==> config.mk <==
export PLATFORM = sky130hd
export DESIGN_NAME = wlan_bt_host_flat
export DESIGN_NICKNAME = d
export VERILOG_FILES = /design/src/pwrseq_pkg.sv /design/src/pwrseq_if.sv /design/src/delay_timer.sv /design/src/wlan_bt_host.sv /design/src/flat_wrapper.sv
export SDC_FILE = /design/constraint.sdc
export NUM_CORES = 1
export LEC_CHECK = 0
export BUFFER_PORTS_ARGS = -buffer_cell sky130_fd_sc_hd__clkbuf_2
export CORE_MARGIN = 8
export CORE_UTILIZATION = 40
export DETAILED_ROUTE_END_ITERATION = 8
export SETUP_SLACK_MARGIN = 0.1
export SYNTH_ARGS = -nofsm -noshare
export SYNTH_HDL_FRONTEND = slang
export SYNTH_SLANG_ARGS = --single-unit
==> constraint.sdc <==
create_clock -name clock -period 2.4 [get_ports clock]
set_input_delay 0.36 -clock clock [delete_from_list [all_inputs] [get_ports clock]]
set_output_delay 0.36 -clock clock [all_outputs]
set_load 0.02 [all_outputs]
==> src/pwrseq_pkg.sv <==
// Shared constants for the WLAN/Bluetooth power-up sequencer ends
package pwrseq_pkg;

  // ----------------------------------------------------------------
  // Clock and time base
  // ----------------------------------------------------------------
  localparam int CLOCK_HZ = 50_000_000;
  localparam int CYCLES_PER_MS = CLOCK_HZ / 1000;
  localparam int TIMER_W = 32;

  // Conversion used by every delay below; whole milliseconds are exact
  function automatic int ms_to_cycles(input int ms);
    return ms * CYCLES_PER_MS;
  endfunction

  // ----------------------------------------------------------------
  // Sequencing times in milliseconds and their cycle counts
  // ----------------------------------------------------------------
  localparam int DISCHARGE_MS = 100;
  localparam int POR_MAX_MS = 110;
  localparam int F0_DELAY_MS = 4;
  localparam int REFCLK_MS = 8;
  localparam int BT_BOOT_MS = 100;
  localparam int DEBOUNCE_MS = 100;
  localparam int BUS_RESET_MS = 10;
  localparam int SOF_GAP_MS = 10;
  localparam int POLL_GAP_MS = 1;
  localparam int DISCHARGE_CYCLES = ms_to_cycles(DISCHARGE_MS);
  localparam int POR_CYCLES = ms_to_cycles(POR_MAX_MS);
  localparam int F0_DELAY_CYCLES = ms_to_cycles(F0_DELAY_MS);
  localparam int REFCLK_CYCLES = ms_to_cycles(REFCLK_MS);
  localparam int BT_BOOT_CYCLES = ms_to_cycles(BT_BOOT_MS);
  // Strictly longer than the printed figure, hence one extra cycle
  localparam int DEBOUNCE_CYCLES = ms_to_cycles(DEBOUNCE_MS) + 1;
  localparam int BUS_RESET_CYCLES = ms_to_cycles(BUS_RESET_MS) + 1;
  localparam int SOF_GAP_CYCLES = ms_to_cycles(SOF_GAP_MS) + 1;
  localparam int POLL_GAP_CYCLES = ms_to_cycles(POLL_GAP_MS);

  // ----------------------------------------------------------------
  // Function-zero space
  // ----------------------------------------------------------------
  localparam int F0_ADDR_W = 8;
  localparam int F0_DATA_W = 8;
  localparam logic [7:0] F0_READY_ADDR = 8'h14;
  localparam logic [7:0] F0_PLL_ADDR = 8'h20;
  localparam logic [7:0] F0_STATE_ADDR = 8'h21;
  localparam logic [7:0] READY_PATTERN_DEFAULT = 8'ha5;
  localparam int WAKE_BIT_DEFAULT = 0;
  localparam int F0_ST_WAKE = 0;
  localparam int F0_ST_REFCLK = 1;
  localparam int F0_ST_PLL = 2;
  localparam int F0_ST_ACTIVE = 3;

  // ----------------------------------------------------------------
  // Host controller registers (Avalon word addresses) and fields
  // ----------------------------------------------------------------
  localparam logic [1:0] REG_CTRL = 2'h0;
  localparam logic [1:0] REG_XTAL = 2'h1;
  localparam logic [1:0] REG_STATUS = 2'h2;
  localparam logic [1:0] REG_MASK = 2'h3;
  localparam int CTRL_WLAN_ON = 0;
  localparam int CTRL_BT_ON = 1;
  localparam logic [1:0] CTRL_RESET = 2'h0;
  localparam logic [7:0] XTAL_RESET = 8'h00;
  localparam int EVENT_W = 3;
  localparam int EV_WLAN_ACTIVE = 0;
  localparam int EV_BT_READY = 1;
  localparam int EV_PATTERN_SEEN = 2;
  localparam logic [2:0] MASK_RESET = 3'h0;
  localparam int STAT_WLAN_LIVE = 8;
  localparam int STAT_BT_LIVE = 9;
  localparam int STAT_DISCHARGE = 10;

endpackage

==> src/pwrseq_if.sv <==
// Link between the host sequencer and the WLAN/Bluetooth device
`timescale 1ns/1ns
`default_nettype none
interface pwrseq_if;
  import pwrseq_pkg::*;
  logic wlan_power_request;
  logic bt_power_request;
  logic f0_req;
  logic f0_write;
  logic [F0_ADDR_W-1:0] f0_addr;
  logic [F0_DATA_W-1:0] f0_wdata;
  logic f0_ack;
  logic [F0_DATA_W-1:0] f0_rdata;
  logic chip_active_irq;
  logic usb_dp_pullup;
  logic usb_bus_reset;
  logic usb_sof;

  modport device_end (
    input wlan_power_request, bt_power_request, f0_req, f0_write, f0_addr, f0_wdata,
    input usb_bus_reset, usb_sof,
    output f0_ack, f0_rdata, chip_active_irq, usb_dp_pullup
  );
  modport host_end (
    output wlan_power_request, bt_power_request, f0_req, f0_write, f0_addr, f0_wdata,
    output usb_bus_reset, usb_sof,
    input f0_ack, f0_rdata, chip_active_irq, usb_dp_pullup
  );
endinterface // pwrseq_if
`default_nettype wire

==> src/delay_timer.sv <==
// One-shot cycle timer: loaded by a start pulse, pulses done on expiry
`timescale 1ns/1ns
`default_nettype none
module delay_timer import pwrseq_pkg::*; #(
  parameter int WIDTH = TIMER_W
) (
  input wire logic clock,
  input wire logic rst_n,
  input wire logic start,
  input wire logic [WIDTH-1:0] cycles,
  output logic running,
  output logic done
);
  logic [WIDTH-1:0] count;

  // A start while running reloads, so restarts never stack
  always_ff @(posedge clock) begin
    if (!rst_n) begin
      count <= '0;
      running <= 1'b0;
      done <= 1'b0;
    end else begin
      done <= 1'b0;
      if (start) begin
        count <= cycles;
        running <= 1'b1;
      end else if (running) begin
        if (count <= WIDTH'(1)) begin
          running <= 1'b0;
          done <= 1'b1;
        end else begin
          count <= count - WIDTH'(1);
        end
      end
    end
  end
endmodule // delay_timer
`default_nettype wire

==> src/wlan_bt_host.sv <==
// Host end: drives power requests, WLAN handshake and USB attach steps
//
// The address map and the Avalon-MM interface to the registers are this design's own decisions.
`timescale 1ns/1ns
`default_nettype none
module wlan_bt_host import pwrseq_pkg::*; #(
  parameter int DISCHARGE_WAIT = DISCHARGE_CYCLES,
  parameter int POLL_GAP = POLL_GAP_CYCLES,
  parameter int REF_WAIT = REFCLK_CYCLES,
  parameter int DEBOUNCE_WAIT = DEBOUNCE_CYCLES,
  parameter int BUS_RESET_WAIT = BUS_RESET_CYCLES,
  parameter int SOF_GAP = SOF_GAP_CYCLES,
  parameter logic [F0_DATA_W-1:0] READY_PATTERN = READY_PATTERN_DEFAULT,
  parameter int WAKE_BIT = WAKE_BIT_DEFAULT
) (
  input wire logic clock,
  input wire logic rst_n,
  input wire logic [1:0] avs_address,
  input wire logic avs_read,
  input wire logic avs_write,
  input wire logic [31:0] avs_writedata,
  output logic [31:0] avs_readdata,
  output logic avs_waitrequest,
  output logic irq,
  pwrseq_if.host_end link
);
  typedef enum logic [2:0] {W_OFF, W_POLL, W_GAP, W_WAKE, W_REF, W_PLL, W_IRQ, W_ACTIVE} wlan_e;
  typedef enum logic [2:0] {B_OFF, B_ATTACH, B_DEBOUNCE, B_RESET, B_SOF, B_READY} bt_e;

  wlan_e wstate;
  bt_e bstate;
  logic [1:0] ctrl;
  logic [7:0] xtal;
  logic [EVENT_W-1:0] sticky;
  logic [EVENT_W-1:0] mask;
  logic [EVENT_W-1:0] events;
  logic discharging;
  logic w_done;
  logic b_done;

  // ----------------------------------------------------------------
  // Avalon slave: one wait state on every access
  // ----------------------------------------------------------------
  wire rd_done = avs_read & ~avs_waitrequest;
  wire wr_done = avs_write & ~avs_waitrequest;
  wire [EVENT_W-1:0] next_mask = (wr_done && avs_address == REG_MASK) ?
                                 avs_writedata[EVENT_W-1:0] : mask;
  // Hardware set wins over the read clear in the same cycle
  wire [EVENT_W-1:0] next_sticky = ((rd_done && avs_address == REG_STATUS) ?
                                    '0 : sticky) | events;
  wire [31:0] status_view = {21'h0, discharging, bstate != B_OFF, wstate != W_OFF,
                             5'h0, sticky};
  wire [31:0] read_view = avs_address == REG_CTRL ? {30'h0, ctrl} :
                          avs_address == REG_XTAL ? {24'h0, xtal} :
                          avs_address == REG_STATUS ? status_view : {29'h0, mask};

  always_ff @(posedge clock) begin
    if (!rst_n) begin
      avs_waitrequest <= 1'b1;
      avs_readdata <= 32'h0;
      ctrl <= CTRL_RESET;
      xtal <= XTAL_RESET;
      mask <= MASK_RESET;
      sticky <= '0;
      irq <= 1'b0;
    end else begin
      avs_waitrequest <= ~((avs_read | avs_write) & avs_waitrequest);
      if (avs_read && avs_waitrequest) avs_readdata <= read_view;
      if (wr_done && avs_address == REG_CTRL) ctrl <= avs_writedata[1:0];
      if (wr_done && avs_address == REG_XTAL) xtal <= avs_writedata[7:0];
      mask <= next_mask;
      sticky <= next_sticky;
      irq <= |(next_sticky & next_mask);
    end
  end

  // ----------------------------------------------------------------
  // Power requests with regulator discharge hold-off
  // ----------------------------------------------------------------
  wire want_wlan = ctrl[CTRL_WLAN_ON] & ~discharging;
  wire want_bt = ctrl[CTRL_BT_ON] & ~discharging;
  wire discharge_start = (link.wlan_power_request | link.bt_power_request) &
                         ~want_wlan & ~want_bt;

  delay_timer u_discharge (
    .clock(clock),
    .rst_n(rst_n),
    .start(discharge_start),
    .cycles(TIMER_W'(DISCHARGE_WAIT)),
    .running(discharging),
    .done()
  );

  always_ff @(posedge clock) begin
    if (!rst_n) begin
      link.wlan_power_request <= 1'b0;
      link.bt_power_request <= 1'b0;
    end else begin
      link.wlan_power_request <= want_wlan;
      link.bt_power_request <= want_bt;
    end
  end

  // ----------------------------------------------------------------
  // WLAN handshake; every wait may run long without harm
  // ----------------------------------------------------------------
  wire w_access = wstate == W_POLL || wstate == W_WAKE || wstate == W_PLL;
  wire issue = w_access & ~link.f0_req & ~link.f0_ack;
  wire pattern_ok = link.f0_ack && link.f0_rdata == READY_PATTERN;
  wire w_start = (wstate == W_POLL && link.f0_ack && !pattern_ok) ||
                 (wstate == W_WAKE && link.f0_ack);
  wire [TIMER_W-1:0] w_cycles = wstate == W_POLL ? TIMER_W'(POLL_GAP) : TIMER_W'(REF_WAIT);

  delay_timer u_wlan_timer (
    .clock(clock),
    .rst_n(rst_n),
    .start(w_start),
    .cycles(w_cycles),
    .running(),
    .done(w_done)
  );

  always_ff @(posedge clock) begin
    if (!rst_n || !link.wlan_power_request) begin
      wstate <= W_OFF;
      link.f0_req <= 1'b0;
      link.f0_write <= 1'b0;
      link.f0_addr <= '0;
      link.f0_wdata <= '0;
    end else begin
      if (link.f0_ack) link.f0_req <= 1'b0;
      else if (issue) begin
        link.f0_req <= 1'b1;
        link.f0_write <= wstate != W_POLL;
        link.f0_addr <= wstate == W_PLL ? F0_PLL_ADDR : F0_READY_ADDR;
        link.f0_wdata <= wstate == W_PLL ? xtal : F0_DATA_W'(1) << WAKE_BIT;
      end
      unique case (wstate)
        W_OFF: wstate <= W_POLL;
        W_POLL: if (link.f0_ack) wstate <= pattern_ok ? W_WAKE : W_GAP;
        W_GAP: if (w_done) wstate <= W_POLL;
        W_WAKE: if (link.f0_ack) wstate <= W_REF;
        W_REF: if (w_done) wstate <= W_PLL;
        W_PLL: if (link.f0_ack) wstate <= W_IRQ;
        W_IRQ: if (link.chip_active_irq) wstate <= W_ACTIVE;
        W_ACTIVE: wstate <= W_ACTIVE;
      endcase
    end
  end

  // ----------------------------------------------------------------
  // USB attach: debounce, bus reset, then periodic frame starts
  // ----------------------------------------------------------------
  wire b_start = (bstate == B_ATTACH && link.usb_dp_pullup) ||
                 ((bstate == B_DEBOUNCE || bstate == B_RESET ||
                   bstate == B_SOF || bstate == B_READY) && b_done);
  wire [TIMER_W-1:0] b_cycles = bstate == B_ATTACH ? TIMER_W'(DEBOUNCE_WAIT) :
                                bstate == B_DEBOUNCE ? TIMER_W'(BUS_RESET_WAIT) :
                                TIMER_W'(SOF_GAP);

  delay_timer u_bt_timer (
    .clock(clock),
    .rst_n(rst_n),
    .start(b_start),
    .cycles(b_cycles),
    .running(),
    .done(b_done)
  );

  always_ff @(posedge clock) begin
    if (!rst_n || !link.bt_power_request) begin
      bstate <= B_OFF;
      link.usb_bus_reset <= 1'b0;
      link.usb_sof <= 1'b0;
    end else begin
      link.usb_sof <= 1'b0;
      unique case (bstate)
        B_OFF: bstate <= B_ATTACH;
        B_ATTACH: if (link.usb_dp_pullup) bstate <= B_DEBOUNCE;
        B_DEBOUNCE: if (b_done) begin
          link.usb_bus_reset <= 1'b1;
          bstate <= B_RESET;
        end
        B_RESET: if (b_done) begin
          link.usb_bus_reset <= 1'b0;
          link.usb_sof <= 1'b1;
          bstate <= B_SOF;
        end
        B_SOF, B_READY: if (b_done) begin
          link.usb_sof <= 1'b1;
          bstate <= B_READY;
        end
      endcase
    end
  end

  // One-cycle events feeding the sticky status bits
  always_comb begin
    events = '0;
    events[EV_WLAN_ACTIVE] = wstate == W_IRQ && link.chip_active_irq;
    events[EV_BT_READY] = bstate == B_SOF && b_done;
    events[EV_PATTERN_SEEN] = wstate == W_POLL && pattern_ok;
  end

endmodule // wlan_bt_host
`default_nettype wire

==> src/flat_wrapper.sv <==
// flat-port wrapper written by rule: the top's interface ports become plain ports
module wlan_bt_host_flat import pwrseq_pkg::*;
#(
  parameter int DISCHARGE_WAIT = DISCHARGE_CYCLES,
  parameter int POLL_GAP = POLL_GAP_CYCLES,
  parameter int REF_WAIT = REFCLK_CYCLES,
  parameter int DEBOUNCE_WAIT = DEBOUNCE_CYCLES,
  parameter int BUS_RESET_WAIT = BUS_RESET_CYCLES,
  parameter int SOF_GAP = SOF_GAP_CYCLES,
  parameter logic [F0_DATA_W-1:0] READY_PATTERN = READY_PATTERN_DEFAULT,
  parameter int WAKE_BIT = WAKE_BIT_DEFAULT
)
  (clock, rst_n, avs_address, avs_read, avs_write, avs_writedata, avs_readdata, avs_waitrequest, irq, link_wlan_power_request, link_bt_power_request, link_f0_req, link_f0_write, link_f0_addr, link_f0_wdata, link_usb_bus_reset, link_usb_sof, link_f0_ack, link_f0_rdata, link_chip_active_irq, link_usb_dp_pullup);
  pwrseq_if link_i ();
  input wire logic clock;
  input wire logic rst_n;
  input wire logic [1:0] avs_address;
  input wire logic avs_read;
  input wire logic avs_write;
  input wire logic [31:0] avs_writedata;
  output logic [31:0] avs_readdata;
  output logic avs_waitrequest;
  output logic irq;
  output wire logic [$bits(link_i.wlan_power_request)-1:0] link_wlan_power_request;
  output wire logic [$bits(link_i.bt_power_request)-1:0] link_bt_power_request;
  output wire logic [$bits(link_i.f0_req)-1:0] link_f0_req;
  output wire logic [$bits(link_i.f0_write)-1:0] link_f0_write;
  output wire logic [$bits(link_i.f0_addr)-1:0] link_f0_addr;
  output wire logic [$bits(link_i.f0_wdata)-1:0] link_f0_wdata;
  output wire logic [$bits(link_i.usb_bus_reset)-1:0] link_usb_bus_reset;
  output wire logic [$bits(link_i.usb_sof)-1:0] link_usb_sof;
  input wire logic [$bits(link_i.f0_ack)-1:0] link_f0_ack;
  input wire logic [$bits(link_i.f0_rdata)-1:0] link_f0_rdata;
  input wire logic [$bits(link_i.chip_active_irq)-1:0] link_chip_active_irq;
  input wire logic [$bits(link_i.usb_dp_pullup)-1:0] link_usb_dp_pullup;
  assign link_wlan_power_request = link_i.wlan_power_request;
  assign link_bt_power_request = link_i.bt_power_request;
  assign link_f0_req = link_i.f0_req;
  assign link_f0_write = link_i.f0_write;
  assign link_f0_addr = link_i.f0_addr;
  assign link_f0_wdata = link_i.f0_wdata;
  assign link_usb_bus_reset = link_i.usb_bus_reset;
  assign link_usb_sof = link_i.usb_sof;
  assign link_i.f0_ack = link_f0_ack;
  assign link_i.f0_rdata = link_f0_rdata;
  assign link_i.chip_active_irq = link_chip_active_irq;
  assign link_i.usb_dp_pullup = link_usb_dp_pullup;
  wlan_bt_host #(.DISCHARGE_WAIT(DISCHARGE_WAIT), .POLL_GAP(POLL_GAP), .REF_WAIT(REF_WAIT), .DEBOUNCE_WAIT(DEBOUNCE_WAIT), .BUS_RESET_WAIT(BUS_RESET_WAIT), .SOF_GAP(SOF_GAP), .READY_PATTERN(READY_PATTERN), .WAKE_BIT(WAKE_BIT)) u_core (.clock(clock), .rst_n(rst_n), .avs_address(avs_address), .avs_read(avs_read), .avs_write(avs_write), .avs_writedata(avs_writedata), .avs_readdata(avs_readdata), .avs_waitrequest(avs_waitrequest), .irq(irq), .link(link_i));
endmodule
==> results of run 1 <==
==> worst reg2reg max path, delay by kind of cell (launching register included) <==
| kind | cells | cell delay (ns) |
|---|---|---|
| compound gates | 1 | 0.25 |
| xor+xnor | 1 | 0.16 |
| flops | 1 | 0.32 |
| simple gates | 4 | 1.64 |
==> repair_timing <==
| item | in CTS | in global routing |
|---|---|---|
| resized for setup | 23 | 78 |
| endpoints found under the setup margin | 44 | 65 |
| buffers inserted | 7 | 7 |
| pin swaps | 9 | 40 |
| gates cloned | 2 | 0 |
==> kinds of logic (layout without fill, tap and decap cells) <==
kind of cell    count (synthesis)  count (layout)  share of synthesized area
other cells                     1              26                   0.000522
fa+ha+maj                       6               6                     0.0104
simple gates                  365             365                      0.260
buf+inv                        81             197                     0.0569
xor+xnor                       71              71                     0.0865
mux                            18              18                     0.0285
flops                         152             152                      0.423
compound gates                142             142                      0.134
==> how the worst max path moves through the flow <==
| stage | endpoint | slack [ns] | cells after the start |
|---|---|---|---|
| after global routing | u_core.u_wlan_timer.count[20] | -0.15 | 6 |
| after global placement | u_core.u_wlan_timer.count[31] | -0.09 | 9 |
| after floorplan | u_core.u_wlan_timer.count[20] | -0.01 | 6 |
| final | u_core.u_wlan_timer.count[20] | -0.08 | 6 |
| after detailed placement | u_core.u_wlan_timer.count[20] | -0.07 | 6 |
| after CTS | u_core.u_wlan_timer.count[20] | -0.08 | 6 |
==> synth_stat cells (all sizes together), types with 4 or more instances <==
library cell | number | area [sq um]
and2 | 4 | 25.0
xnor2 | 47 | 412
a21oi | 56 | 280
inv | 13 | 48.8
a22oi | 14 | 105
a2111oi | 7 | 98.8
o21ai | 18 | 90.1
mux2i | 16 | 160
dfxtp | 152 | 3040
nor4b | 4 | 35.0
o311ai | 4 | 35.0
o31ai | 4 | 43.8
nand4 | 8 | 50.1
nor3b | 8 | 60.1
nand2b | 7 | 43.8
or3 | 21 | 131
buf | 35 | 236
clkbuf | 33 | 124
nand3b | 4 | 30.0
nor2 | 121 | 454
nor3 | 39 | 195
or4 | 25 | 203
a311oi | 7 | 61.3
xor2 | 24 | 210
nand3 | 24 | 120
nand2 | 53 | 199
nor4 | 30 | 188
ha | 6 | 75.1
a211oi | 12 | 90.1
==> stage by stage <==
stage,instance area (sq um),utilization
2_1_floorplan,7370,-
3_3_place_gp,8180,0.460
3_5_place_dp,8180,0.460
4_1_cts,8940,0.503
5_1_grt,9380,0.528
6_report,9380,0.528
==> cell type report <==
type / instances / share of cell area
clock inverter: 15 / 0.0187
multi-input combinational: 628 / 0.462
tap: 229 / 0.0305
timing repair buffer: 152 / 0.113
inverter: 13 / 0.00520
sequential: 152 / 0.325
clock buffer: 17 / 0.0453
==> layer usage <==
layer | vias to the layer above | routed length (um)
li1 | 3218 | -
met1 | 2987 | 8390
met2 | 106 | 8680
met3 | 23 | 634
met4 | 0 | 234
met5 | - | 0
==> where the power goes <==
part	switching [W]	internal [W]	leakage [nW]	total (W)
combinational	0.000200	0.000103	2.13	0.000303
clock	0.00125	0.00140	0.289	0.00266
sequential	0.0000123	0.00253	1.23	0.00255
total	0.00147	0.00404	3.65	0.00551
==> cell usage in the layout, fill, tap and decap left out, types with 13 or more instances in the layout <==
cell and count:
dfxtp_1 145, nor2_1 117, buf_4 88, clkbuf_2 54, nand2_1 51, a21oi_1 50
xnor2_1 45, nor3_1 30, conb_1 26, xor2_1 23, nand3_1 21, nor4_1 17
clkbuf_16 17, or3_1 16, mux2i_1 16, a22oi_1 14, o21ai_0 14, inv_1 13
or4_1 13
==> flip-flops by register name, summed over array words and instances, names as in the netlist, 2 cells and up <==
| register | cells |
|---|---|
| u_core.u_bt_timer.count | 32 |
| u_core.u_discharge.count | 32 |
| u_core.u_wlan_timer.count | 32 |
| u_core.avs_readdata | 11 |
| u_core.link.f0_wdata | 8 |
| u_core.xtal | 8 |
| u_core.bstate | 3 |
| u_core.mask | 3 |
| u_core.sticky | 3 |
| u_core.wstate | 3 |
| u_core.ctrl | 2 |
| u_core.link.f0_addr | 2 |
==> qor.txt, run 1 <==
grt met2 use: 0.259
die extent in x: 150 um
fillcell total: 1651
Routed wire per std cell: 14.9 um
critical path fanouts, max: 4
pwr dens: 587 nW/um^2
final setup fails: 8
Yosys reg bits: 152
dpl cells: 1160
first-pass GRT wire length: 29.2 mm
hpwl dp: 12.5 mm
R2R Path Start: u_core.u_wlan_timer.count[5]
Core Area: 17800 sq um
Worst Reg-to-Reg Cells: 6
Layout Skew: 0.00826 ns
critical path arrival: 2.81 ns
worst slew pin tran: 1.05 ns
met1 usage: 0.199
hold slack: 0.167 ns
Clk pin slew, worst setup/hold paths: 0.07 ns
drt initial violations: 304
status: finished with violations
CP required: 2.72 ns
Placer Congestion: 0.822
Crit Reg-Reg Endpoint: u_core.u_wlan_timer.count[20]
Setup crit end kind: register
Die Y: 150 um
multi-input logic area: 4340 sq um
VDD IR max: 0.530 mV
CTS Root Cell: clkbuf_16
delay-heaviest family, CP: simple AND/OR/NAND/NOR gates
Initial Utilization: 0.404
Setup WS post-layout: -0.0850 ns
RSZ-0062 raised after global routing: true
Clock Path Buffers: 2
layout overhead on the synthesized area: 30.5%
slew margin rel.: 0.298
CP peak stage delay: 0.57 ns
syn avg cell area: 8.60 sq um
cts bufs inserted: 17
die area: 22500 sq um
sequential area share after synthesis: 0.423
Slowest-stage cell, CP: or4_4
Worst setup SP type: register
H-tree depth: 4
Hold EP: u_core.xtal[7]
r2r setup slk: -0.08 ns
vias in the first global route: 6210
synth warn: 0
IO Port Bufs: 54
hold crit path type: primary input to register
non-filler instance count after layout: 1206
vias: 6334
initial antenna violation count: 0
TritonRoute pass-1 iters: 4
number of max-cap violations: 0
minimum clock period after layout: 2.48 ns
worst hold stages: 3
total congestion overflow: 0
FMAX: 402 MHz
largest net degree at the start of global routing: 21
kind of critical path: register to register
num ports: 105
gate count of the mapped netlist: 836
Cell variety after synth: 63
number of routed nets with antenna violations: 0
row count: 49
final setup TNS: -0.297 ns
crit share post-route: 1.04
final WL: 17.9 mm
Main synth FF type: dfxtp_1
GR peak layer: met2
failing checks: negative setup slack
final hold vios: 0
Final Max Tran Viols: 0
mapped cell area: 7190 sq um
gr usage total: 0.159
Post-synth ARST share: 0
Crit path top cell by count: or4_4
total power: 0.00551 W
post-DR vias/cell: 5.25
Sink Count: 152
Buf/Inv on CP: 0
Leak: 3.65 nW
met3 usage: 0.0354
Clock Latency Late Sink: 0.43 ns
number of flops mapped to enable cells by yosys: 0
Sequential Area: 3050 sq um
CTS tree: done
CP cell instances: or4_4 -> or4_4 -> or4_4 -> a2111oi_4 -> xnor2_1 -> nor2_1
layout cell share with drive strength beyond 1: 0.284
# hold bufs at CTS: 0
DRC Markers: 0
Layout Nets: 1019
Place WS: -0.0692 ns
HP Start: avs_writedata[7]
diodes inserted: 0
Worst Setup SP: u_core.u_wlan_timer.count[5]
Power figures use the tool's default switching activity.
==> inputs of run 2 (changes only) <==
- CORE_UTILIZATION: 40 -> 57
- PLACE_DENSITY: unset -> 0.8
- clock period: 2.4 -> 2.7 ns (I/O delays scaled with it)
==> qor.txt, run 2 (synthesized netlist as in run 1, its figures left out) <==
# hold bufs at CTS: 0 (unchanged)
CTS Root Cell: clkbuf_16 (unchanged)
CP cell instances: or4_4 -> or4_4 -> buf_6 -> o31ai_4 -> clkbuf_16 -> nor4_1 -> xnor2_1 -> a21oi_1 (was or4_4 -> or4_4 -> or4_4 -> a2111oi_4 -> xnor2_1 -> nor2_1)
layout cell share with drive strength beyond 1: 0.172 (was 0.284)
H-tree depth: 4 (unchanged)
kind of critical path: register to register (unchanged)
Clk pin slew, worst setup/hold paths: 0.07 ns (about the same)
initial antenna violation count: 0 (unchanged)
Layout Nets: 969 (was 1019)
Sink Count: 152 (unchanged)
largest net degree at the start of global routing: 25 (was 21)
vias in the first global route: 5892 (was 6210)
total congestion overflow: 0 (unchanged)
drt initial violations: 470 (was 304)
final WL: 16.6 mm (was 17.9 mm)
diodes inserted: 0 (unchanged)
Placer Congestion: 0.841 (was 0.822)
layout overhead on the synthesized area: 18.0% (was 30.5%)
crit share post-route: 0.979 (was 1.04)
Die Y: 128 um (was 150 um)
Slowest-stage cell, CP: or4_4 (unchanged)
critical path arrival: 2.93 ns (was 2.81 ns)
grt met2 use: 0.332 (was 0.259)
Clock Latency Late Sink: 0.42 ns (was 0.43 ns)
delay-heaviest family, CP: simple AND/OR/NAND/NOR gates (unchanged)
Buf/Inv on CP: 2 (was 0)
fillcell total: 991 (was 1651)
final setup fails: 0 (was 8)
met1 usage: 0.251 (was 0.199)
CP peak stage delay: 0.56 ns (was 0.57 ns)
Routed wire per std cell: 15.1 um (was 14.9 um)
cts bufs inserted: 17 (unchanged)
RSZ-0062 raised after global routing: true (unchanged)
TritonRoute pass-1 iters: 6 (was 4)
final hold vios: 0 (unchanged)
number of routed nets with antenna violations: 0 (unchanged)
hpwl dp: 11.2 mm (was 12.5 mm)
die area: 16500 sq um (was 22500 sq um)
biggest registers after layout: u_core.u_bt_timer.count x32, u_core.u_discharge.count x32, u_core.u_wlan_timer.count x32 (unchanged)
first-pass GRT wire length: 27.3 mm (was 29.2 mm)
row count: 41 (was 49)
Sequential Area: 3050 sq um (about the same)
slew margin rel.: 0.447 (was 0.298)
Layout Skew: 0.00804 ns (was 0.00826 ns)
VDD IR max: 0.470 mV (was 0.530 mV)
Leak: 3.33 nW (was 3.65 nW)
hold slack: 0.220 ns (was 0.167 ns)
non-filler instance count after layout: 1099 (was 1206)
dpl cells: 1059 (was 1160)
vias: 6273 (was 6334)
Final Max Tran Viols: 0 (unchanged)
CP required: 2.98 ns (was 2.72 ns)
Core Area: 12500 sq um (was 17800 sq um)
minimum clock period after layout: 2.64 ns (was 2.48 ns)
commonest non-fill, non-tap cell in the layout: dfxtp_1 (unchanged)
Crit path top cell by count: or4_4 (unchanged)
IO Port Bufs: 54 (unchanged)
number of max-cap violations: 0 (unchanged)
commonest cells after routing, fill and taps aside: dfxtp_1 (150), nor2_1 (120), a21oi_1 (56) (was dfxtp_1 (145), nor2_1 (117), buf_4 (88))
Initial Utilization: 0.577 (was 0.404)
status: completed (was finished with violations)
worst slew pin tran: 0.827 ns (was 1.05 ns)
gr usage total: 0.200 (was 0.159)
die extent in x: 128 um (was 150 um)
post-DR vias/cell: 5.71 (was 5.25)
pwr dens: 570 nW/um^2 (was 587 nW/um^2)
Setup crit end kind: register (unchanged)
DRC Markers: 0 (unchanged)
Worst setup SP type: register (unchanged)
CTS tree: done (unchanged)
hold crit path type: primary input to register (unchanged)
FMAX: 378 MHz (was 402 MHz)
GR peak layer: met2 (unchanged)
multi-input logic area: 3890 sq um (was 4340 sq um)
met3 usage: 0.0420 (was 0.0354)
Clock Path Buffers: 2 (unchanged)
num ports: 105 (unchanged)
critical path fanouts, max: 5 (was 4)
-- run 2: worst paths after layout --
path | startpoint | to | slack (ns) | cells past startpoint
setup reg to reg | u_core.u_wlan_timer.count[8] | u_core.u_wlan_timer.count[9] | 0.06 | 8
hold reg to reg | u_core.avs_readdata[8] | u_core.avs_readdata[8] | 0.45 | 2
hold / removal | avs_writedata[3] | u_core.xtal[3] | 0.22 | 3
setup / recovery | u_core.u_wlan_timer.count[8] | u_core.u_wlan_timer.count[9] | 0.06 | 8
-- run 2: metal layers --
metal / vias to the layer above / part of all wire
met2: 171 / 0.49
met5: - / 0
met3: 22 / 0.042
met4: 0 / 0.014
met1: 2966 / 0.45
li1: 3114 / -
-- run 2: final cells by class --
cell class,count,area share
Multi-Input combinational cell,628,0.459
Sequential cell,152,0.359
Timing Repair Buffer,102,0.0798
Clock buffer,17,0.0502
Tap cell,172,0.0254
Clock inverter,15,0.0202
Inverter,13,0.00575
-- run 2: tightest hold or removal path, cell delays in order --
cell and delay, ns:
clkbuf_2 0.08, mux2i_1 0.06, nor2_1 0.07
-- run 2: report_power, final --
part	internal, W	total [W]	switching [W]
sequential	0.00225	0.00226	0.0000112
clock	0.00125	0.00233	0.00109
combinational	0.0000754	0.000239	0.000164
-- run 2: per-stage QoR --
| step | utilization | instance area, sq um | TNS [ns] | power [W] | setup WS, ns |
|---|---|---|---|---|---|
| final | 0.680 | 8480 | 0 | 0.00484 | 0.0558 |
| after global routing | 0.680 | 8480 | -0.0396 | 0.00499 | -0.0123 |
| after CTS | 0.666 | 8310 | 0 | 0.00487 | 0.0907 |
| after detailed placement | 0.618 | 7710 | 0 | 0.00254 | 0.101 |
| after global placement | 0.618 | 7710 | 0 | 0.00254 | 0.124 |
| after floorplan | - | 7280 | 0 | 0.00250 | 0.141 |
-- run 2: what timing repair did --
action | 4_1_cts | 5_1_grt
resized for setup | 1 | 20
setup endpoints to repair | 1 | 31
hold endpoints to repair | 0 | 0
pin swaps | 5 | 14
setup buffers | 0 | 6
cloned | 0 | 2
